[config.mk]
export PLATFORM = sky130hd
export DESIGN_NAME = gppa_port_a
export DESIGN_NICKNAME = d
export VERILOG_FILES = /design/src/rtl/gppa_pkg.sv /design/src/rtl/gppa_ahb_slave.sv /design/src/rtl/gppa_port_a.sv /design/src/rtl/gppa_sync.sv
export SDC_FILE = /design/constraint.sdc
export NUM_CORES = 1
export LEC_CHECK = 0
export ABC_AREA = 1
export CORE_MARGIN = 3
export CORE_UTILIZATION = 25
export DETAILED_ROUTE_END_ITERATION = 8
export DONT_BUFFER_PORTS = 1
export PLACE_DENSITY = 0.42
export SLEW_MARGIN = 5
export SYNTH_ARGS = -nofsm -noshare
export SYNTH_HDL_FRONTEND = slang
export SYNTH_HIERARCHICAL = 1
export SYNTH_SLANG_ARGS = --single-unit
[constraint.sdc]
create_clock -name ref_clk -period 1.94 [get_ports ref_clk]
set_input_delay 0.388 -clock ref_clk [delete_from_list [all_inputs] [get_ports ref_clk]]
set_output_delay 0.388 -clock ref_clk [all_outputs]
set_load 0.01 [all_outputs]
[src/rtl/gppa_pkg.sv]
// Package: constants, carrier types and decoders of the port A block
package gppa_pkg;

   ////////////////////////////////////////////////////////////////////////////
   // Widths
   localparam int PORT_W = 8;
   localparam int CFG_W = 4;
   localparam int AN_W = 6;
   localparam int OFS_W = 8;

   ////////////////////////////////////////////////////////////////////////////
   // Register byte offsets
   localparam logic [7:0] OFS_PIN_LEVELS = 8'h00;
   localparam logic [7:0] OFS_OUT_LATCH = 8'h04;
   localparam logic [7:0] OFS_DIRECTION = 8'h08;
   localparam logic [7:0] OFS_CONV_CFG = 8'h0c;

   ////////////////////////////////////////////////////////////////////////////
   // Reset values and field layout
   localparam logic [7:0] LAT_RST = 8'h00;
   localparam logic [7:0] DIR_RST = 8'hff;
   localparam logic [7:0] CFG_RST = 8'h00;
   localparam logic [7:0] CFG_WMASK = 8'h3f;
   localparam int CFG_VREF_LSB = 4;
   localparam int PIN_OD = 4;
   localparam int PIN_CYCLE_CLOCK_OUT = 6;
   localparam logic [2:0] SIZE_WORD = 3'h2;

   // Cycle clock is the oscillator divided by four
   localparam int CYCLE_DIV = 4;
   localparam int CYC_W = $clog2(CYCLE_DIV);

   ////////////////////////////////////////////////////////////////////////////
   // Types
   typedef enum logic [3:0] {
      lp_crystal_mode,
      xt_crystal_mode,
      hs_crystal_mode,
      hs_pll_mode,
      resistor_capacitor_osc_mode,
      rc_osc_with_io_mode,
      ext_clock_mode,
      ext_clock_with_io_mode,
      internal_osc_dual_io_mode,
      internal_osc_clock_out_mode
   } gppa_osc_mode_type;

   typedef struct packed {
      logic [PORT_W-1:0] out;
      logic [PORT_W-1:0] oe;
   } gppa_pin_drive_type;

   typedef struct packed {
      logic en;
      logic [OFS_W-1:0] addr;
      logic [31:0] data;
   } gppa_reg_wr_type;

   ////////////////////////////////////////////////////////////////////////////
   // Decoders
   // Channel k (0-3) is analog while the select field is below 15-k; channel 5 while below 11
   function automatic logic [AN_W-1:0] analog_pins(input logic [CFG_W-1:0] sel);
      logic [4:0] chan;
      chan = '0;
      for (int k = 0; k < 5; k++) begin
         chan[k] = (sel < 4'(15 - k));
      end
      return {chan[4], 1'b0, chan[3:0]};
   endfunction

   function automatic logic [PORT_W-1:0] port_avail(input gppa_osc_mode_type m);
      logic six;
      logic seven;
      six = (m == rc_osc_with_io_mode) || (m == internal_osc_dual_io_mode) ||
            (m == ext_clock_with_io_mode);
      seven = (m == internal_osc_dual_io_mode) || (m == internal_osc_clock_out_mode);
      return {seven, six, 6'h3f};
   endfunction

   function automatic logic clkout_on(input gppa_osc_mode_type m);
      logic [PORT_W-1:0] freed;
      freed = port_avail(m);
      return !freed[PIN_CYCLE_CLOCK_OUT] && (m != resistor_capacitor_osc_mode) &&
             (m != internal_osc_clock_out_mode) && (m != ext_clock_mode);
   endfunction

endpackage

[src/rtl/gppa_ahb_slave.sv]
// AHB-Lite slave front end with zero wait states
`timescale 1ns/1ps
module gppa_ahb_slave (
   // Clock and reset
   input wire logic ref_clk,
   input wire logic sys_rst,
   // AHB-Lite slave
   input wire logic hsel,
   input wire logic [31:0] haddr,
   input wire logic [1:0] htrans,
   input wire logic hwrite,
   input wire logic [2:0] hsize,
   input wire logic [31:0] hwdata,
   input wire logic hready,
   output logic hreadyout,
   output logic hresp,
   output logic [31:0] hrdata,
   // Register side
   input wire logic [31:0] rd_word,
   output gppa_pkg::gppa_reg_wr_type reg_wr
);
   logic take;
   logic wr_pend_r;
   logic [gppa_pkg::OFS_W-1:0] wr_addr_r;

   assign take = hsel && htrans[1] && hready;

   always_ff @(posedge ref_clk) begin
      if (sys_rst) begin
         wr_pend_r <= 1'b0;
         wr_addr_r <= '0;
      end else begin
         // Only whole-word writes land
         wr_pend_r <= take && hwrite && (hsize == gppa_pkg::SIZE_WORD);
         if (take) begin
            wr_addr_r <= haddr[gppa_pkg::OFS_W-1:0];
         end
      end
   end

   // Read word is caught at the address edge, so it stands in the data phase
   always_ff @(posedge ref_clk) begin
      if (sys_rst) begin
         hrdata <= 32'h0;
      end else if (take && !hwrite) begin
         hrdata <= rd_word;
      end
   end

   always_ff @(posedge ref_clk) begin
      hreadyout <= 1'b1;
      hresp <= 1'b0;
   end

   always_comb begin
      reg_wr.en = wr_pend_r;
      reg_wr.addr = wr_addr_r;
      reg_wr.data = hwdata;
   end
endmodule // gppa_ahb_slave

[src/rtl/gppa_port_a.sv]
// Port A: eight-bit general-purpose port with shared analog and clock pins
`timescale 1ns/1ps

////////////////////////////////////////////////////////////////////////////////
module gppa_port_a (
   // Clock and reset
   input wire logic ref_clk,
   input wire logic sys_rst,
   // AHB-Lite slave
   input wire logic hsel,
   input wire logic [31:0] haddr,
   input wire logic [1:0] htrans,
   input wire logic hwrite,
   input wire logic [2:0] hsize,
   input wire logic [31:0] hwdata,
   input wire logic hready,
   output logic hreadyout,
   output logic hresp,
   output logic [31:0] hrdata,
   // Oscillator configuration
   input gppa_pkg::gppa_osc_mode_type osc_mode,
   // Pins
   input wire logic [gppa_pkg::PORT_W-1:0] pin_in,
   output gppa_pkg::gppa_pin_drive_type pin_drive,
   // Peripheral side
   output logic timer_zero_ext_clock,
   output logic [gppa_pkg::AN_W-1:0] analog_pin_enable,
   output logic [1:0] vref_config
);

   /////////////////////////////////////////////////////////////////////////////
   // Declarations
   localparam int W = gppa_pkg::PORT_W;

   gppa_pkg::gppa_reg_wr_type reg_wr;
   gppa_pkg::gppa_pin_drive_type drive_nxt;
   logic [W-1:0] lat_r;
   logic [W-1:0] lat_nxt;
   logic [W-1:0] dir_r;
   logic [W-1:0] dir_nxt;
   logic [7:0] cfg_r;
   logic [7:0] cfg_nxt;
   logic [W-1:0] pin_sync;
   logic [W-1:0] avail;
   logic [W-1:0] an_pins;
   logic [W-1:0] an_pins_nxt;
   logic [gppa_pkg::CYC_W-1:0] cyc_cnt_r;
   logic [31:0] rd_word;
   logic cycle_clock_out_on;
   logic rd_take;
   logic [gppa_pkg::OFS_W-1:0] rd_ofs;

   /////////////////////////////////////////////////////////////////////////////
   // Bus front end and synchroniser
   gppa_ahb_slave u_bus (
      .ref_clk(ref_clk),
      .sys_rst(sys_rst),
      .hsel(hsel),
      .haddr(haddr),
      .htrans(htrans),
      .hwrite(hwrite),
      .hsize(hsize),
      .hwdata(hwdata),
      .hready(hready),
      .hreadyout(hreadyout),
      .hresp(hresp),
      .hrdata(hrdata),
      .rd_word(rd_word),
      .reg_wr(reg_wr)
   );

   gppa_sync #(
      .WIDTH(W)
   ) u_sync (
      .ref_clk(ref_clk),
      .sys_rst(sys_rst),
      .d(pin_in),
      .q_r(pin_sync)
   );

   /////////////////////////////////////////////////////////////////////////////
   // Pin ownership
   assign avail = gppa_pkg::port_avail(osc_mode);
   assign cycle_clock_out_on = gppa_pkg::clkout_on(osc_mode);
   assign an_pins = {2'b00, gppa_pkg::analog_pins(cfg_r[gppa_pkg::CFG_W-1:0])};
   assign an_pins_nxt = {2'b00, gppa_pkg::analog_pins(cfg_nxt[gppa_pkg::CFG_W-1:0])};
   assign rd_take = hsel && htrans[1] && hready && !hwrite;
   assign rd_ofs = haddr[gppa_pkg::OFS_W-1:0];

   /////////////////////////////////////////////////////////////////////////////
   // Register writes
   always_comb begin
      lat_nxt = lat_r;
      dir_nxt = dir_r;
      cfg_nxt = cfg_r;
      if (reg_wr.en) begin
         case (reg_wr.addr)
            gppa_pkg::OFS_PIN_LEVELS: begin
               lat_nxt = reg_wr.data[W-1:0];
            end
            gppa_pkg::OFS_OUT_LATCH: begin
               lat_nxt = reg_wr.data[W-1:0];
            end
            gppa_pkg::OFS_DIRECTION: begin
               dir_nxt = reg_wr.data[W-1:0];
            end
            gppa_pkg::OFS_CONV_CFG: begin
               cfg_nxt = reg_wr.data[7:0] & gppa_pkg::CFG_WMASK;
            end
            default: begin
               lat_nxt = lat_r;
            end
         endcase
      end
   end

   always_ff @(posedge ref_clk) begin
      if (sys_rst) begin
         lat_r <= gppa_pkg::LAT_RST;
      end else begin
         lat_r <= lat_nxt;
      end
   end

   always_ff @(posedge ref_clk) begin
      if (sys_rst) begin
         dir_r <= gppa_pkg::DIR_RST;
      end else begin
         dir_r <= dir_nxt;
      end
   end

   // Select field resets to all-analog, the safe state for mixed-signal pins
   always_ff @(posedge ref_clk) begin
      if (sys_rst) begin
         cfg_r <= gppa_pkg::CFG_RST;
      end else begin
         cfg_r <= cfg_nxt;
      end
   end

   /////////////////////////////////////////////////////////////////////////////
   // Register reads
   // Uses the next values so a read right behind a write sees it
   always_comb begin
      rd_word = 32'h0;
      case (rd_ofs)
         gppa_pkg::OFS_PIN_LEVELS: begin
            rd_word[W-1:0] = pin_sync & avail & ~an_pins_nxt;
         end
         gppa_pkg::OFS_OUT_LATCH: begin
            rd_word[W-1:0] = lat_nxt & avail;
         end
         gppa_pkg::OFS_DIRECTION: begin
            rd_word[W-1:0] = dir_nxt & avail;
         end
         gppa_pkg::OFS_CONV_CFG: begin
            rd_word[7:0] = cfg_nxt;
         end
         default: begin
            rd_word = 32'h0;
         end
      endcase
   end

   /////////////////////////////////////////////////////////////////////////////
   // Cycle clock for pin 6
   always_ff @(posedge ref_clk) begin
      if (sys_rst) begin
         cyc_cnt_r <= '0;
      end else begin
         cyc_cnt_r <= cyc_cnt_r + 1'b1;
      end
   end

   /////////////////////////////////////////////////////////////////////////////
   // Pin drivers
   // Analog selection is deliberately absent here: it never gates the driver
   always_comb begin
      drive_nxt.oe = ~dir_r & avail;
      drive_nxt.out = lat_r & avail;
      // Open drain: drive low only while the latch holds zero
      drive_nxt.out[gppa_pkg::PIN_OD] = 1'b0;
      drive_nxt.oe[gppa_pkg::PIN_OD] = !dir_r[gppa_pkg::PIN_OD] && !lat_r[gppa_pkg::PIN_OD];
      if (cycle_clock_out_on) begin
         drive_nxt.oe[gppa_pkg::PIN_CYCLE_CLOCK_OUT] = 1'b1;
         drive_nxt.out[gppa_pkg::PIN_CYCLE_CLOCK_OUT] = cyc_cnt_r[gppa_pkg::CYC_W-1];
      end
   end

   always_ff @(posedge ref_clk) begin
      if (sys_rst) begin
         pin_drive <= '0;
      end else begin
         pin_drive <= drive_nxt;
      end
   end

   /////////////////////////////////////////////////////////////////////////////
   // Peripheral outputs
   // Timer input is taken whatever the direction bit says
   always_ff @(posedge ref_clk) begin
      if (sys_rst) begin
         timer_zero_ext_clock <= 1'b0;
      end else begin
         timer_zero_ext_clock <= pin_sync[gppa_pkg::PIN_OD];
      end
   end

   always_ff @(posedge ref_clk) begin
      if (sys_rst) begin
         analog_pin_enable <= '0;
         vref_config <= 2'h0;
      end else begin
         analog_pin_enable <= an_pins[gppa_pkg::AN_W-1:0];
         vref_config <= cfg_r[gppa_pkg::CFG_VREF_LSB +: 2];
      end
   end
endmodule // gppa_port_a

[src/rtl/gppa_sync.sv]
// Two-stage synchroniser for the pin inputs
`timescale 1ns/1ps
module gppa_sync #(
   parameter int WIDTH = 8
) (
   // Clock and reset
   input wire logic ref_clk,
   input wire logic sys_rst,
   // Levels
   input wire logic [WIDTH-1:0] d,
   output logic [WIDTH-1:0] q_r
);
   logic [WIDTH-1:0] meta_r;

   // First stage feeds only the second
   always_ff @(posedge ref_clk) begin
      if (sys_rst) begin
         meta_r <= '0;
         q_r <= '0;
      end else begin
         meta_r <= d;
         q_r <= meta_r;
      end
   end
endmodule // gppa_sync

==> impl_metrics.yaml, run 1 <==
hold_path:
  hold_path.class: "input pin to flop"
  holdPathEnd: "u_bus/wr_addr_r[6]"
  holdPathStages: 1
  hp-start: "sys_rst"
place:
  placed_cell_area_um2: 4760
  io_buffers: 0
  post-place-ws_ns: 0.130
  place.gp.congestion: 0.791
  dp.cells: 868
  hpwl_um: 8100
die:
  dieWidth_um: 141
  coreArea_um2: 17500
  design.portCount: 145
  die_height_um: 141
  start_util_pct: 25.8
  die_area_um2: 19800
  rows: 48
setup_path:
  critPathArrivalTime_ns: 1.99
  reg2reg_depth: 13
  crit_fanout: 8
  rr_endpoint: "u_bus/hrdata[0]"
  setup.worst_path.start_class: "flop"
  reg2reg_from: "u_bus/wr_addr_r[5]"
  crit_start: "u_bus/wr_addr_r[5]"
  rrSetupSlack_ns: 0.24
  crit_path_end_kind: "flop"
  worstSetupPathType: "flop to flop"
  required_ns: 2.23
power_and_ir_drop:
  power.internal_w: 0.00320
  pwr-share-clk_pct: 41.6
  switchingPower_w: 0.00106
  power_density_nw_per_um2: 838
  p_leak_nw: 2.22
  peakVddDrop_mv: 0.443
  switching_share_pct: 24.9
  p_seq_share_pct: 53.6
  combPwrFrac_pct: 4.8
cells_and_area:
  fin_area_um2: 5080
  num_antenna_cells: 0
  nFillCells: 1953
  syn_to_final_growth_pct: 12.1
  drive_gt1_share_pct: 9.24
  fin_nets: 741
  final_cell_count_no_fill: 885
global_route:
  grt_remaining_overflow: 0
  grt_pass1_wl_um: 17900
  antenna_found_initial: 0
  track_usage_pct: 11.4
  grt_pass1_vias: 3494
  grt_max_degree: 67
drt:
  drt-total-wl_um: 10900
  viasPerCell: 4.14
  wl_per_cell_um: 12.3
  drtIter0Drc: 180
  vias: 3660
  route.detailed.drc: 0
  postRouteAntennaNets: 0
  firstDrtPassIters: 5
sta:
  holdWs_ns: 0.0993
  final_hold_viol_count: 0
  maxSlewViolCount: 0
  setup_viol: 0
  fin_setup_tns_ns: 0
  finalCritPeriodShare_pct: 87.8
  worst_slack_ns: 0.237
  post-route-min-period_ns: 1.70
  skew_ns: 0.00660
  rsz0062_at_grt: "no"
  fmax_mhz: 587
cts:
  cts.clk_slew.worst_paths_ns: 0.08
  clock_latency_ns: 0.35
  htreeDepth: 3
  numCtsBuffers: 9
  cts.sinks: 106
  root_buffer: "clkbuf_16"
  tritoncts: "done"
  cts_hold_buf: 0
  clk_path_buf_depth: 2
synth:
  syn_area_um2: 4530
  syn_avg_cell_area_um2: 7.08
  synthCells: 640
  ys_warn_count: 6
flow_run:
  cap_violations: 0
status:
  status: "finished clean"
per-layer routing:
metal / up-vias / part of all wire (%) / GRT usage [%]
met1: 1633 / 48 / 15.3
met4: 0 / 1.6 / 3.88
met2: 96 / 44 / 17.4
met3: 11 / 7.0 / 3.46
met5: - / 0 / 0
li1: 1920 / - / -
cell type report:
type | instances | area, µm² | area share [%]
Sequential cell | 106 | 2120 | 41.8
Multi-Input combinational cell | 422 | 1880 | 37.1
Inverter | 101 | 379 | 7.47
Tap cell | 225 | 282 | 5.54
Clock buffer | 9 | 225 | 4.44
Timing Repair Buffer | 15 | 125 | 2.46
Clock inverter | 7 | 60.1 | 1.18
what timing repair did:
action	CTS	global route
hold endpoints to repair	0	0
buffers inserted	0	1
setup endpoints to repair	0	5
resized for setup	0	10
critical path, cell delays in order (launching register included):
cell and delay [ns]:
dfxtp_1 0.34, nor2_4 0.14, nand3_2 0.15, nor2_4 0.25, nand2_1 0.08, o21ai_1 0.11, nand2_1 0.11, nor2_1 0.10
nand2_1 0.06, nand2_1 0.06, inv_1 0.04, nand3_1 0.07, nand2_1 0.05, nor2_1 0.07
power by group through the flow:
stage / registers [W] / logic [W] / clock network (W)
2_1_floorplan: 0.00232 / 0.000216 / 0
3_3_place_gp: 0.00233 / 0.000202 / 0
3_5_place_dp: 0.00233 / 0.000206 / 0
4_1_cts: 0.00228 / 0.000206 / 0.00186
5_1_grt: 0.00229 / 0.000244 / 0.00195
6_report: 0.00228 / 0.000206 / 0.00177
flip-flops by register name, indices dropped and copies added, names as in the netlist:
register and flops:
u_bus/hrdata 32, analog_pin_enable 5, cyc_cnt_r 2, pin_drive 15, u_sync/meta_r 8, vref_config 2, lat_r 8, u_sync/q_r 8
timer_zero_ext_clock 1, dir_r 8, cfg_r 8, u_bus/wr_pend_r 1, u_bus/wr_addr_r 8
per-stage QoR:
| step | power, W | utilization, % |
|---|---|---|
| floorplan | 0.00254 | - |
| global placement | 0.00253 | 27.1 |
| detailed placement | 0.00254 | 27.1 |
| CTS | 0.00435 | 28.8 |
| global route | 0.00448 | 29.0 |
| finish | 0.00426 | 29.0 |
worst max-delay path by stage:
| stage | end | slack [ns] | cells after the start |
|---|---|---|---|
| after floorplan | u_bus/hrdata[6] | 0.44 | 12 |
| after global placement | u_bus/hrdata[7] | 0.14 | 12 |
| after detailed placement | u_bus/hrdata[7] | 0.13 | 12 |
| after CTS | u_bus/hrdata[3] | 0.16 | 15 |
| after global routing | u_bus/hrdata[0] | 0.02 | 13 |
| final | u_bus/hrdata[0] | 0.24 | 13 |
cell usage in the layout, fill, tap and decap left out, drive strengths merged, types with 4 or more instances in the layout:
| master | n |
|---|---|
| nand2 | 146 |
| nor2 | 142 |
| dfxtp | 106 |
| inv | 104 |
| nand3 | 58 |
| conb | 28 |
| buf | 15 |
| o21ai | 13 |
| a21oi | 12 |
| clkbuf | 9 |
| o211ai | 7 |
| nor3 | 6 |
| clkinv | 4 |
(Power assumes the default switching activity.)
==> run 2, diff against run 1 <==
--- a/config.mk
+++ b/config.mk
@@ -5,9 +5,9 @@
 export SDC_FILE = /design/constraint.sdc
 export NUM_CORES = 1
 export LEC_CHECK = 0
-export ABC_AREA = 1
 export CORE_MARGIN = 3
 export CORE_UTILIZATION = 25
+export CTS_CLUSTER_SIZE = 16
 export DETAILED_ROUTE_END_ITERATION = 8
 export DONT_BUFFER_PORTS = 1
 export PLACE_DENSITY = 0.42
==> run 2 against run 1 <==
The run now ends with setup timing left. Worst setup slack worse by 0.67 ns. Synthesized area down 1.1%. Utilization grew 2.0 points. Flip-flop and latch count did not move. Routed wire length fell by 3.0%. Clock skew is 0.0043 ns higher. Critical endpoint is now u_bus/hrdata[1]. Largest power group unchanged.
==> impl_metrics.yaml, run 2 <==
power_and_ir_drop:
  switchingPower_w: 0.00101
  p_leak_nw: 2.07
  peakVddDrop_mv: 0.415
  p_seq_share_pct: 53.1
  combPwrFrac_pct: 4.2
  p_total_w: 0.00424
  switching_share_pct: 23.8
  power.internal_w: 0.00323
  pwr-share-clk_pct: 42.8
  power_density_nw_per_um2: 787
sta:
  skew_ns: 0.0109
  worst_slack_ns: -0.428
  post-route-min-period_ns: 2.37
  rsz0062_at_grt: "yes"
  setup_viol: 14
  final_hold_viol_count: 0
  worstMarginPinSlew_ns: 0.536
  maxSlewViolCount: 0
  fin_setup_tns_ns: -3.67
  slew_headroom_pct: 64.2
  finalCritPeriodShare_pct: 122
  holdWs_ns: 0.0815
  fmax_mhz: 422
die:
  start_util_pct: 25.7
  rows: 48
  die_area_um2: 19600
  dieWidth_um: 140
  coreArea_um2: 17400
  design.portCount: 145
  die_height_um: 140
setup_path:
  crit_fanout: 3
  crit_start: "u_bus/wr_addr_r[3]"
  crit_path_end_kind: "flop"
  worstSetupPathType: "flop to flop"
  reg2reg_from: "u_bus/wr_addr_r[3]"
  setup.worst_path.start_class: "flop"
  required_ns: 2.23
  critPathArrivalTime_ns: 2.66
global_route:
  grt_max_degree: 147
  antenna_found_initial: 0
  top_usage_layer: "met2"
  grt.met2_usage_pct: 16.6
  use_met3_pct: 3.68
  grt_pass1_wl_um: 17000
  track_usage_pct: 11.1
  use_met1_pct: 14.8
  grt_pass1_vias: 3006
  grt_remaining_overflow: 0
drt:
  drtIter0Drc: 138
  vias: 2989
  wl_per_cell_um: 15.0
  route.detailed.drc: 0
  drt-total-wl_um: 10600
  postRouteAntennaNets: 0
  firstDrtPassIters: 4
  viasPerCell: 4.23
synth:
  syn_area_um2: 4480
  synthCells: 436
  ys_warn_count: 6
  syn_avg_cell_area_um2: 10.3
status:
  violations: "setup timing"
  status: "finished, violations left"
cts:
  clock_latency_ns: 0.36
  tritoncts: "done"
  cts.sinks: 106
  clk_path_buf_depth: 2
  numCtsBuffers: 9
  htreeDepth: 3
  cts_hold_buf: 0
  cts.clk_slew.worst_paths_ns: 0.08
  root_buffer: "clkbuf_16"
place:
  post-place-ws_ns: -0.477
  io_buffers: 0
  hpwl_um: 7410
  place.gp.congestion: 0.767
cells_and_area:
  top_register: "u_bus/hrdata"
  largest_reg_flops: 32
  num_antenna_cells: 0
  top_regs: "u_bus/hrdata (32), pin_drive (15)"
  final_common_cell: "dfxtp_1"
  syn_to_final_growth_pct: 20.5
  drive_gt1_share_pct: 22.0
  layout_common_cells: "dfxtp_1 (103), nand2b_1 (89), mux2i_1 (53), buf_4 (35), nor2_1 (33)"
  fin_nets: 562
flow_run:
  cap_violations: 0
hold_path:
  hold_path.class: "input pin to flop"
  hp-start: "sys_rst"
==> run 2: through the flow <==
step / util [%] / std cells / area, µm²
detailed placement: 28.1 / 685 / 4900
finish: 31.0 / 706 / 5400
global route: 31.0 / 706 / 5400
CTS: 30.1 / 702 / 5240
floorplan: - / 461 / 4600
global placement: 28.1 / 685 / 4900
==> run 2: area by class of cell <==
type,instances,area (µm²)
fill,1818,12000
multi-input combinational,314,2300
sequential,106,2130
timing repair buffer,43,384
tap,225,282
clock buffer,9,225
clock inverter,7,71.3
inverter,2,7.51
==> run 2: worst paths after layout <==
kind | end | slack (ns) | depth (start not counted)
worst min-delay path | u_sync/meta_r[5] | 0.08 | 1
worst min register to register | pin_drive[5] | 0.42 | 1
worst max register to register | u_bus/hrdata[1] | -0.43 | 7
worst max-delay path | u_bus/hrdata[1] | -0.43 | 7
==> run 2: power by group through the flow <==
stage | clock network [W] | logic (W) | registers [W]
after floorplan | 0 | 0.000201 | 0.00230
after global placement | 0 | 0.000174 | 0.00230
after detailed placement | 0 | 0.000176 | 0.00231
after CTS | 0.00191 | 0.000177 | 0.00225
after global routing | 0.00198 | 0.000198 | 0.00226
final | 0.00181 | 0.000178 | 0.00225
==> run 2: worst max-delay path, cell delays in order, from the launching register on <==
cell       delay (ns)
dfxtp_2          0.33
or4bb_4          0.54
or4_4            0.51
a2111oi_4        0.42
a21oi_1          0.13
o21ai_2          0.18
nand2b_1         0.07
mux2i_1          0.12
==> run 2: timing repair <==
| action | in CTS | in global routing |
|---|---|---|
| cloned | 0 | 1 |
| pin swaps | 4 | 0 |
| endpoints found under the setup margin | 14 | 16 |
| resized for setup | 9 | 19 |
| setup buffers | 1 | 3 |
==> run 2: metal layers <==
metal	part of all wire [%]	wire, µm	vias up
met2	45	4800	71
li1	-	-	1504
met4	2.2	229	0
met1	47	4950	1400
met5	0	0	-
met3	5.6	597	14
